**src/shared/asm_pkg.sv**
```systemverilog
// package for the host-side controller of the 256K x 8 static memory module
// assumes a 10 MHz system clock; all timings are rounded to whole cycles
package asm_pkg;
  localparam int ADDR_W = 18;
  localparam int DATA_W = 8;
  localparam int CLK_NS = 100;
  // read cycle, write cycle, write pulse, address setup and write recovery, ns
  localparam int T_RC_NS = 150;
  localparam int T_WC_NS = 150;
  localparam int T_WP_NS = 100;
  localparam int T_AS_NS = 10;
  localparam int T_WR_NS = 10;
  localparam int T_ACC_NS = 150;
  localparam int T_CDR_NS = 30;
  localparam int T_OHZ_NS = 70;
  localparam int RC_CYC = (T_RC_NS + CLK_NS - 1) / CLK_NS;
  localparam int WP_CYC = (T_WP_NS + CLK_NS - 1) / CLK_NS;
  localparam int AS_CYC = (T_AS_NS + CLK_NS - 1) / CLK_NS;
  localparam int WR_CYC = (T_WR_NS + CLK_NS - 1) / CLK_NS;
  localparam int ACC_CYC = (T_ACC_NS + CLK_NS - 1) / CLK_NS;
  localparam int CDR_CYC = (T_CDR_NS + CLK_NS - 1) / CLK_NS;
  localparam int OHZ_CYC = (T_OHZ_NS + CLK_NS - 1) / CLK_NS;
  localparam int CNT_W = 4;
  localparam logic [ADDR_W-1:0] ADDR_RST = 18'h00000;
  localparam logic [DATA_W-1:0] DATA_RST = 8'h00;

  typedef struct packed {
    logic write;
    logic [ADDR_W-1:0] addr;
    logic [DATA_W-1:0] wdata;
  } asm_req_t;

  typedef struct packed {
    logic select_low_n;
    logic select_high;
    logic oe_n;
    logic we_n;
    logic [ADDR_W-1:0] addr_lines;
  } asm_pins_t;
endpackage

```
**src/logic/asm_host_ctrl.sv**
```systemverilog
// host-side controller driving the 256K x 8 static memory module pins
// assumes a user that issues single byte requests and a module whose data
// lines are combined with ours by the bench from the output enables
//
// Summary of operation
// - drive full 18-bit address every access
// - shared 8-bit bus, host drives writes
// - strobe kept high through read cycle
// - no access during lowered-supply retention
// - 30 ns deselect before, tRC after retention
`timescale 1ns/1ps
module asm_host_ctrl
  import asm_pkg::*;
(
  input wire logic mclk_i,
  input wire logic rst_n_i,
  input wire logic req_valid_i,
  input wire asm_pkg::asm_req_t req_i,
  output logic req_ready_o,
  output logic rsp_valid_o,
  output logic [asm_pkg::DATA_W-1:0] rsp_data_o,
  input wire logic retain_req_i,
  output logic retain_ok_o,
  output asm_pkg::asm_pins_t pins_o,
  input wire logic [asm_pkg::DATA_W-1:0] data_lines_i,
  output logic [asm_pkg::DATA_W-1:0] data_lines_o,
  output logic data_lines_oe_n_o
);
  import asm_pkg::*;

  typedef enum logic [2:0] {
    ST_IDLE, ST_WSET, ST_WPULSE, ST_WHOLD, ST_RACC, ST_RFLOAT,
    ST_RETAIN, ST_RECOVER
  } asm_state_t;

  asm_state_t state_q;
  logic [CNT_W-1:0] cnt_q;
  logic [DATA_W-1:0] sync1_q, sync2_q, sync3_q;

  // three stage capture of the module's data lines
  always_ff @(posedge mclk_i or negedge rst_n_i) begin
    if (!rst_n_i) begin
      sync1_q <= DATA_RST;
      sync2_q <= DATA_RST;
      sync3_q <= DATA_RST;
    end else begin
      sync1_q <= data_lines_i;
      sync2_q <= sync1_q;
      sync3_q <= sync2_q;
    end
  end

  // sequencer
  always_ff @(posedge mclk_i or negedge rst_n_i) begin
    if (!rst_n_i) begin
      state_q <= ST_IDLE;
      cnt_q <= '0;
    end else begin
      unique case (state_q)
        ST_IDLE: begin
          if (retain_req_i) begin
            state_q <= ST_RETAIN;
            cnt_q <= CNT_W'(CDR_CYC);
          end else if (req_valid_i) begin
            state_q <= req_i.write ? ST_WSET : ST_RACC;
            cnt_q <= req_i.write ? CNT_W'(AS_CYC) : CNT_W'(ACC_CYC + 2);
          end
        end
        ST_WSET: begin
          if (cnt_q == CNT_W'(1)) begin
            state_q <= ST_WPULSE;
            cnt_q <= CNT_W'(WP_CYC);
          end else begin
            cnt_q <= cnt_q - CNT_W'(1);
          end
        end
        ST_WPULSE: begin
          if (cnt_q == CNT_W'(1)) begin
            state_q <= ST_WHOLD;
            cnt_q <= CNT_W'(WR_CYC);
          end else begin
            cnt_q <= cnt_q - CNT_W'(1);
          end
        end
        ST_WHOLD: begin
          if (cnt_q == CNT_W'(1)) begin
            state_q <= ST_IDLE;
          end else begin
            cnt_q <= cnt_q - CNT_W'(1);
          end
        end
        ST_RACC: begin
          if (cnt_q == CNT_W'(1)) begin
            state_q <= ST_RFLOAT;
            cnt_q <= CNT_W'(OHZ_CYC);
          end else begin
            cnt_q <= cnt_q - CNT_W'(1);
          end
        end
        ST_RFLOAT: begin
          if (cnt_q == CNT_W'(1)) begin
            state_q <= ST_IDLE;
          end else begin
            cnt_q <= cnt_q - CNT_W'(1);
          end
        end
        ST_RETAIN: begin
          if (cnt_q > CNT_W'(0)) begin
            cnt_q <= cnt_q - CNT_W'(1);
          end else if (!retain_req_i) begin
            state_q <= ST_RECOVER;
            cnt_q <= CNT_W'(RC_CYC);
          end
        end
        ST_RECOVER: begin
          if (cnt_q == CNT_W'(1)) begin
            state_q <= ST_IDLE;
          end else begin
            cnt_q <= cnt_q - CNT_W'(1);
          end
        end
      endcase
    end
  end

  // pin drive, all outputs registered
  always_ff @(posedge mclk_i or negedge rst_n_i) begin
    if (!rst_n_i) begin
      pins_o.select_low_n <= 1'b1;
      pins_o.select_high <= 1'b0;
      pins_o.oe_n <= 1'b1;
      pins_o.we_n <= 1'b1;
      pins_o.addr_lines <= ADDR_RST;
      data_lines_o <= DATA_RST;
      data_lines_oe_n_o <= 1'b1;
    end else if (state_q == ST_IDLE && !retain_req_i && req_valid_i) begin
      pins_o.addr_lines <= req_i.addr;
      pins_o.select_low_n <= 1'b0;
      pins_o.select_high <= 1'b1;
      pins_o.oe_n <= req_i.write;
      pins_o.we_n <= 1'b1;
      data_lines_o <= req_i.wdata;
      data_lines_oe_n_o <= !req_i.write;
    end else begin
      unique case (state_q)
        ST_WSET: if (cnt_q == CNT_W'(1)) pins_o.we_n <= 1'b0;
        ST_WPULSE: if (cnt_q == CNT_W'(1)) pins_o.we_n <= 1'b1;
        ST_WHOLD: if (cnt_q == CNT_W'(1)) begin
          pins_o.select_low_n <= 1'b1;
          pins_o.select_high <= 1'b0;
          data_lines_oe_n_o <= 1'b1;
        end
        ST_RACC: if (cnt_q == CNT_W'(1)) begin
          pins_o.oe_n <= 1'b1;
          pins_o.select_low_n <= 1'b1;
          pins_o.select_high <= 1'b0;
        end
        default: begin
          pins_o.we_n <= 1'b1;
        end
      endcase
    end
  end

  // user side answers
  always_ff @(posedge mclk_i or negedge rst_n_i) begin
    if (!rst_n_i) begin
      rsp_valid_o <= 1'b0;
      rsp_data_o <= DATA_RST;
      req_ready_o <= 1'b0;
      retain_ok_o <= 1'b0;
    end else begin
      rsp_valid_o <= (state_q == ST_RACC) && (cnt_q == CNT_W'(1));
      if (state_q == ST_RACC && cnt_q == CNT_W'(1)) begin
        rsp_data_o <= sync3_q;
      end
      req_ready_o <= (state_q == ST_IDLE) && !req_valid_i && !retain_req_i;
      retain_ok_o <= (state_q == ST_RETAIN) && (cnt_q == CNT_W'(0));
    end
  end

  // assertions
  a_write_no_oe: assert property (@(posedge mclk_i) disable iff (!rst_n_i)
    !pins_o.we_n |-> pins_o.oe_n && !data_lines_oe_n_o)
    else $error("write strobe low without host drive or with oe low");
  a_read_we_high: assert property (@(posedge mclk_i) disable iff (!rst_n_i)
    !pins_o.oe_n |-> pins_o.we_n && data_lines_oe_n_o)
    else $error("read with strobe low or host driving");
  a_sel_pair: assert property (@(posedge mclk_i) disable iff (!rst_n_i)
    pins_o.select_low_n == !pins_o.select_high)
    else $error("selects disagree");
  a_strobe_in_sel: assert property (@(posedge mclk_i) disable iff (!rst_n_i)
    $fell(pins_o.we_n) |-> !pins_o.select_low_n [*2])
    else $error("strobe pulse outside selection");
  a_addr_stable: assert property (@(posedge mclk_i) disable iff (!rst_n_i)
    !pins_o.select_low_n && $past(!pins_o.select_low_n)
      |-> $stable(pins_o.addr_lines))
    else $error("address moved during access");
  a_retain_desel: assert property (@(posedge mclk_i) disable iff (!rst_n_i)
    retain_ok_o |-> pins_o.select_low_n && $past(pins_o.select_low_n))
    else $error("retention allowed while selected");
  a_read_answer: assert property (@(posedge mclk_i) disable iff (!rst_n_i)
    $fell(pins_o.oe_n) |-> ##[1:4] rsp_valid_o)
    else $error("read answer late");
  a_recover_gap: assert property (@(posedge mclk_i) disable iff (!rst_n_i)
    $fell(retain_ok_o) |-> pins_o.select_low_n [*2])
    else $error("access too soon after retention");
  c_write: cover property (@(posedge mclk_i) $rose(pins_o.we_n));
  c_read: cover property (@(posedge mclk_i) rsp_valid_o);
  c_retain: cover property (@(posedge mclk_i) retain_ok_o);
  c_recover: cover property (@(posedge mclk_i) $fell(retain_ok_o));
endmodule

```
**config.mk**
```make
export PLATFORM = sky130hd
export DESIGN_NAME = asm_host_ctrl
export DESIGN_NICKNAME = d
export VERILOG_FILES = /design/src/shared/asm_pkg.sv /design/src/logic/asm_host_ctrl.sv
export SDC_FILE = /design/constraint.sdc
export NUM_CORES = 1
export LEC_CHECK = 0
export ABC_CLOCK_PERIOD_IN_PS = 2750
export BUFFER_PORTS_ARGS = -buffer_cell sky130_fd_sc_hd__clkbuf_2
export CELL_PAD_IN_SITES_DETAIL_PLACEMENT = 1
export CELL_PAD_IN_SITES_GLOBAL_PLACEMENT = 1
export CORE_MARGIN = 1
export CORE_UTILIZATION = 30
export DETAILED_ROUTE_END_ITERATION = 12
export PLACE_DENSITY_LB_ADDON = 0.15
export SYNTH_ARGS = -nofsm -noshare
export SYNTH_HDL_FRONTEND = slang
export SYNTH_SLANG_ARGS = --single-unit
```
**constraint.sdc**
```tcl
create_clock -name mclk_i -period 2.75 [get_ports mclk_i]
set_clock_uncertainty 0.1 [all_clocks]
set_input_delay 0 -clock mclk_i [delete_from_list [all_inputs] [get_ports mclk_i]]
set_output_delay 0 -clock mclk_i [all_outputs]
set_load 0.03 [all_outputs]
```
* Yosys cells after proc, flatten, opt, wreduce, memory -nomap -nowiden
Index checks and enable logic that the tools add are counted.
W data, S select, Z words.
** Storage, ports and cells
- Output and inout bits :: 42
- Word-level logic and storage cells :: 91
- Register bits :: 73
- Bits of input ports :: 39
** Operators by class
- $lt $le $gt $ge :: 1
- Reduce and logical (&&, ||, !) cells :: 24
- Eq/ne operators :: 22
- Add/subtract/negate cells :: 1
- Mux-type cells :: 27
** Operators by type and width (count)
- $mux W3 :: 10
- $mux W4 :: 7
- $ne A3 B3 Y1 const B :: 6
- $pmux W3 S6 :: 1
- $pmux W4 S4 :: 1
- $eq A3 B3 Y1 const B :: 4
- $ne A2 B2 Y1 const B :: 6
- $reduce_and A3 Y1 :: 3
- $reduce_and A7 Y1 :: 1
- $eq A3 B2 Y1 const B :: 2
- $logic_and A1 B1 Y1 :: 6
- $reduce_bool A2 Y1 :: 3
- $reduce_or A3 Y1 :: 2
- $mux W1 :: 5
- $eq A4 B1 Y1 const B :: 1
- $gt A4 B1 Y1 const B :: 1
- $logic_not A4 Y1 :: 1
- $ne A2 B1 Y1 const B :: 2
- $pmux W2 S2 :: 1
- $reduce_and A2 Y1 :: 2
- $sub A4 B1 Y4 const B :: 1
- $eq A3 B1 Y1 const B :: 1
- $logic_not A1 Y1 :: 3
- $logic_not A3 Y1 :: 1
- 4 further kinds :: 4

* Depth between registers and ports, before layout
- Depth after elaboration :: 5
- Gate-level depth with buffers :: 6

* Worst setup path after synthesis
Ideal clock, no wire load.
- Path type :: flip-flop to flip-flop
- From :: register cnt_q[0]
- To :: register cnt_q[0]
- Cell stages (with the launch flop) :: 7
- Path buffers :: 0
- Clock period less this slack :: 1901 ps
- Arrival :: 1676 ps
- Path slack :: 849 ps
- Cell sequence :: dfrtp_1 -> inv_1 -> ha_1 -> or4b_4 -> o21ba_1 -> a21bo_1 -> mux2_4
** Between the ends
- Longest elaborated chain between the ends :: 3
** RTL lines
- start: declaration :: line asm_host_ctrl.sv:37 : logic [CNT_W-1:0] cnt_q;
- start signal: assignment :: line asm_host_ctrl.sv:63 : cnt_q <= CNT_W'(CDR_CYC);
- start signal: assignment :: line asm_host_ctrl.sv:66 : cnt_q <= req_i.write ? CNT_W'(AS_CYC) : CNT_W'(ACC_CYC + 2);
- start signal: assignment :: line asm_host_ctrl.sv:72 : cnt_q <= CNT_W'(WP_CYC);
- $sub A4 B1 Y4, or another cell as far along
- $mux W4, or another cell as far along :: line asm_host_ctrl.sv:86, asm_host_ctrl.sv:101, asm_host_ctrl.sv:116
- $pmux W4 S4 / $reduce_and A3 Y1 (equally long branches)
Parallel ways exist; a longest one is shown, timed or not. The select of a mux whose other input is x is not followed.
A chain may end at the register's enable or synchronous reset.

* Worst setup path in the final report
- From :: register cnt_q[1]
- To :: register rsp_data_o[2] (netlist name)
** Between the ends
- Longest elaborated chain between the ends :: 2
** RTL lines
- $eq A4 B1 Y1 :: line asm_host_ctrl.sv:174 : if (state_q == ST_RACC && cnt_q == CNT_W'(1)) begin
- $logic_and A1 B1 Y1 :: line asm_host_ctrl.sv:174
- end signal: assignment :: line asm_host_ctrl.sv:175 : rsp_data_o <= sync3_q;
- end: declaration :: line asm_host_ctrl.sv:21 : output logic [asm_pkg::DATA_W-1:0] rsp_data_o,
Every way passes these cells.

==> impl_metrics.env <==
export IMPL_status="finished with violations"
export IMPL_violations="DRC"
export IMPL_min_from="data_lines_i[5]"
export IMPL_p_int_mw=2.50
export IMPL_root_buffer="clkbuf_8"
export IMPL_cts_max_path_buffers=2
export IMPL_synthCells=189
export IMPL_min_path_type="in2reg"
export IMPL_avgSynthCellArea_um2=14.5
export IMPL_ant_nets=0
export IMPL_hold_violations=0
export IMPL_worstHoldEndpoint="sync1_q[5]"
export IMPL_cp_slowest_cell="nand3_1"
export IMPL_coreArea_um2=8810
export IMPL_cellLeakagePower_nw=1.88
export IMPL_grt_max_degree=74
export IMPL_crit_chain="inv_1 -> ha_1 -> nor3b_1 -> nand3_1 -> mux2_2"
export IMPL_cp_arrival_ns=2.21
export IMPL_vias=1947
export IMPL_rows=34
export IMPL_worst_setup_path_start_kind="flop"
export IMPL_seqPwrFrac=0.410
export IMPL_met1_usage=0.174
export IMPL_dieHeight_um=97.7
export IMPL_syn_nets=230
export IMPL_initial_core_util=0.312
export IMPL_synth_cell_types=41
export IMPL_crit_family="simple AND/OR/NAND/NOR gates"
export IMPL_end_kind="flop"
export IMPL_vdd_drop_max_mv=0.367
export IMPL_cp_max_fo=10
export IMPL_grt_pass1_wl_um=10500
export IMPL_routabilityCongestion=0.814
export IMPL_first_global_vias=2130
export IMPL_htree_levels=3
export IMPL_fin_util=0.436
export IMPL_ctsHoldBuffers=38
export IMPL_grtUsageMet3=0.0496
export IMPL_die_area_um2=9550
export IMPL_clkTransAtPathRegs_ns=0.07
export IMPL_final_nets=352
export IMPL_ys_warn_count=0
export IMPL_synthesis_area_um2=2750
export IMPL_p_sw_mw=1.53
export IMPL_power_density_nw_per_um2=1050
export IMPL_postCtsSetupRepairBufs=0
export IMPL_met2_usage=0.234
export IMPL_rsz0062_at_grt="no"
export IMPL_cts_resized=0
export IMPL_num_antenna_cells=0
export IMPL_layout_common_cells="79 x clkbuf_2, 69 x dfrtp_1, 38 x dlygate4sd3_1"
export IMPL_switching_share=0.380
export IMPL_path_class="reg2reg"
export IMPL_maxCapViolations=0
export IMPL_placed_area_um2=3250
export IMPL_die_w_um=97.7
export IMPL_hpwl_um=3910
export IMPL_synth_ff_type="dfrtp_1"
export IMPL_tns_ns=0
export IMPL_synth_edf_count=0
export IMPL_crit_buf_inv=1
export IMPL_setup_viol=0
export IMPL_ys_async_sr_fraction=1.00
export IMPL_tightest_slew_ns=0.931
export IMPL_fin_crit_ns=2.10
export IMPL_pwr_share_clk=0.222
export IMPL_io_pin_count=81
export IMPL_timing_slew_headroom=0.379
export IMPL_layout_commonest_cell="clkbuf_2"
export IMPL_drt_iter0_markers=56
export IMPL_grt_use_total=0.141
export IMPL_cts_sinks=73
export IMPL_hold_ws_ns=0.217
export IMPL_grt_overflow=0
export IMPL_totalWireLength_um=6190
export IMPL_drc=3
export IMPL_synth_seq_area_share=0.667
export IMPL_report_final_slew_viol_count=0
export IMPL_max_stage_delay_ns=0.44
export IMPL_busiest_layer="met2"
export IMPL_vias_per_cell=4.60
export IMPL_dr_pass1_iters=8
export IMPL_rr_startpoint="cnt_q[1]"
export IMPL_io_buffers=80
export IMPL_ys_seq_elements=73
export IMPL_clock_latency_ns=0.33
export IMPL_final_area_um2=3840
export IMPL_antenna_found_initial=0
export IMPL_synthToLayoutAreaGrowth_pct=39.7
export IMPL_hold_depth=2
export IMPL_reg2regPathDepth=5
export IMPL_power_share_combinational=0.368
export IMPL_rrSetupSlack_ns=0.65
export IMPL_cts_tree="yes"
export IMPL_max_freq_mhz=477
export IMPL_routedWlPerCell_um=14.6
export IMPL_cts_made_buffers=9
export IMPL_drive_above_1_share=0.441
export IMPL_timing_rr_end="rsp_data_o[2]"
export IMPL_period_share=0.762
export IMPL_required_ns=2.87
==> cell usage after synthesis (all sizes together), types with 2 or more instances <==
| library cell | number | area, um2 |
|---|---|---|
| dfstp | 4 | 105 |
| inv | 7 | 26.3 |
| nor3 | 3 | 15.0 |
| o22a | 2 | 17.5 |
| nor4 | 2 | 27.5 |
| or3 | 2 | 12.5 |
| buf | 8 | 43.8 |
| o2bb2ai | 3 | 26.3 |
| nand2 | 6 | 22.5 |
| nor3b | 2 | 15.0 |
| o21a | 3 | 22.5 |
| ha | 2 | 25.0 |
| dfrtp | 69 | 1730 |
| nor2 | 12 | 45.0 |
| mux2 | 35 | 398 |
| a21oi | 3 | 15.0 |
| o21ai | 6 | 30.0 |
==> sequential cells by signal, summed over array words and instances, names as in the netlist <==
name	count
pins_o	22
data_lines_o	8
rsp_data_o	8
sync1_q	8
sync2_q	8
sync3_q	8
cnt_q	4
state_q	3
data_lines_oe_n_o	1
req_ready_o	1
retain_ok_o	1
rsp_valid_o	1
==> worst reg2reg max path, cell delays in order, from the launching register on <==
cell     delay [ns]
dfrtp_1        0.39
inv_1          0.08
ha_1           0.20
nor3b_1        0.35
nand3_1        0.44
mux2_2         0.42
==> layer usage <==
layer  routed length, um  vias up
met5                   0        -
met4                  50        0
met3                 336        5
met2                3080       58
met1                2720      985
li1                    -      899
==> power by group through the flow <==
stage	Combinational [mW]	Clock [mW]	Sequential, mW
floorplan	0.642	0	2.05
global placement	1.44	0	1.67
detailed placement	1.45	0	1.68
CTS	1.50	0.942	1.66
global route	1.60	0.972	1.72
finish	1.48	0.893	1.65
==> how the worst max path moves through the flow <==
stage / from / endpoint / cells after the start
after floorplan: cnt_q[0] / cnt_q[0] / 6
after global placement: cnt_q[0] / cnt_q[0] / 6
after detailed placement: cnt_q[1] / rsp_data_o[2] / 5
after CTS: cnt_q[1] / rsp_data_o[2] / 5
after global routing: cnt_q[0] / cnt_q[0] / 6
final: cnt_q[1] / rsp_data_o[2] / 5
==> stage by stage <==
stage	power, mW	std cells	worst slack (ns)
after floorplan	2.69	189	0.849
after global placement	3.11	370	0.711
after detailed placement	3.13	370	0.648
after CTS	4.10	423	0.630
after global routing	4.28	423	0.498
final	4.03	423	0.654
==> cell families after synthesis <==
logic type,Yosys count,share of synthesized area
buffers and inverters,15,0.0255
multiplexers,35,0.145
adder cells (fa/ha/maj),3,0.0127
AO/OA/AOI/OAI,27,0.0715
AND/OR/NAND/NOR,35,0.0756
flip-flops,73,0.667
XOR/XNOR,1,0.00319
==> area by class of cell <==
type	count	area, um2
Sequential cell	73	1830
Fill cell	921	4970
Timing Repair Buffer	119	791
Inverter	7	26.3
Tap cell	108	135
Multi-Input combinational cell	101	846
Clock inverter	5	81.3
Clock buffer	10	128
(Power assumes the default switching activity.)
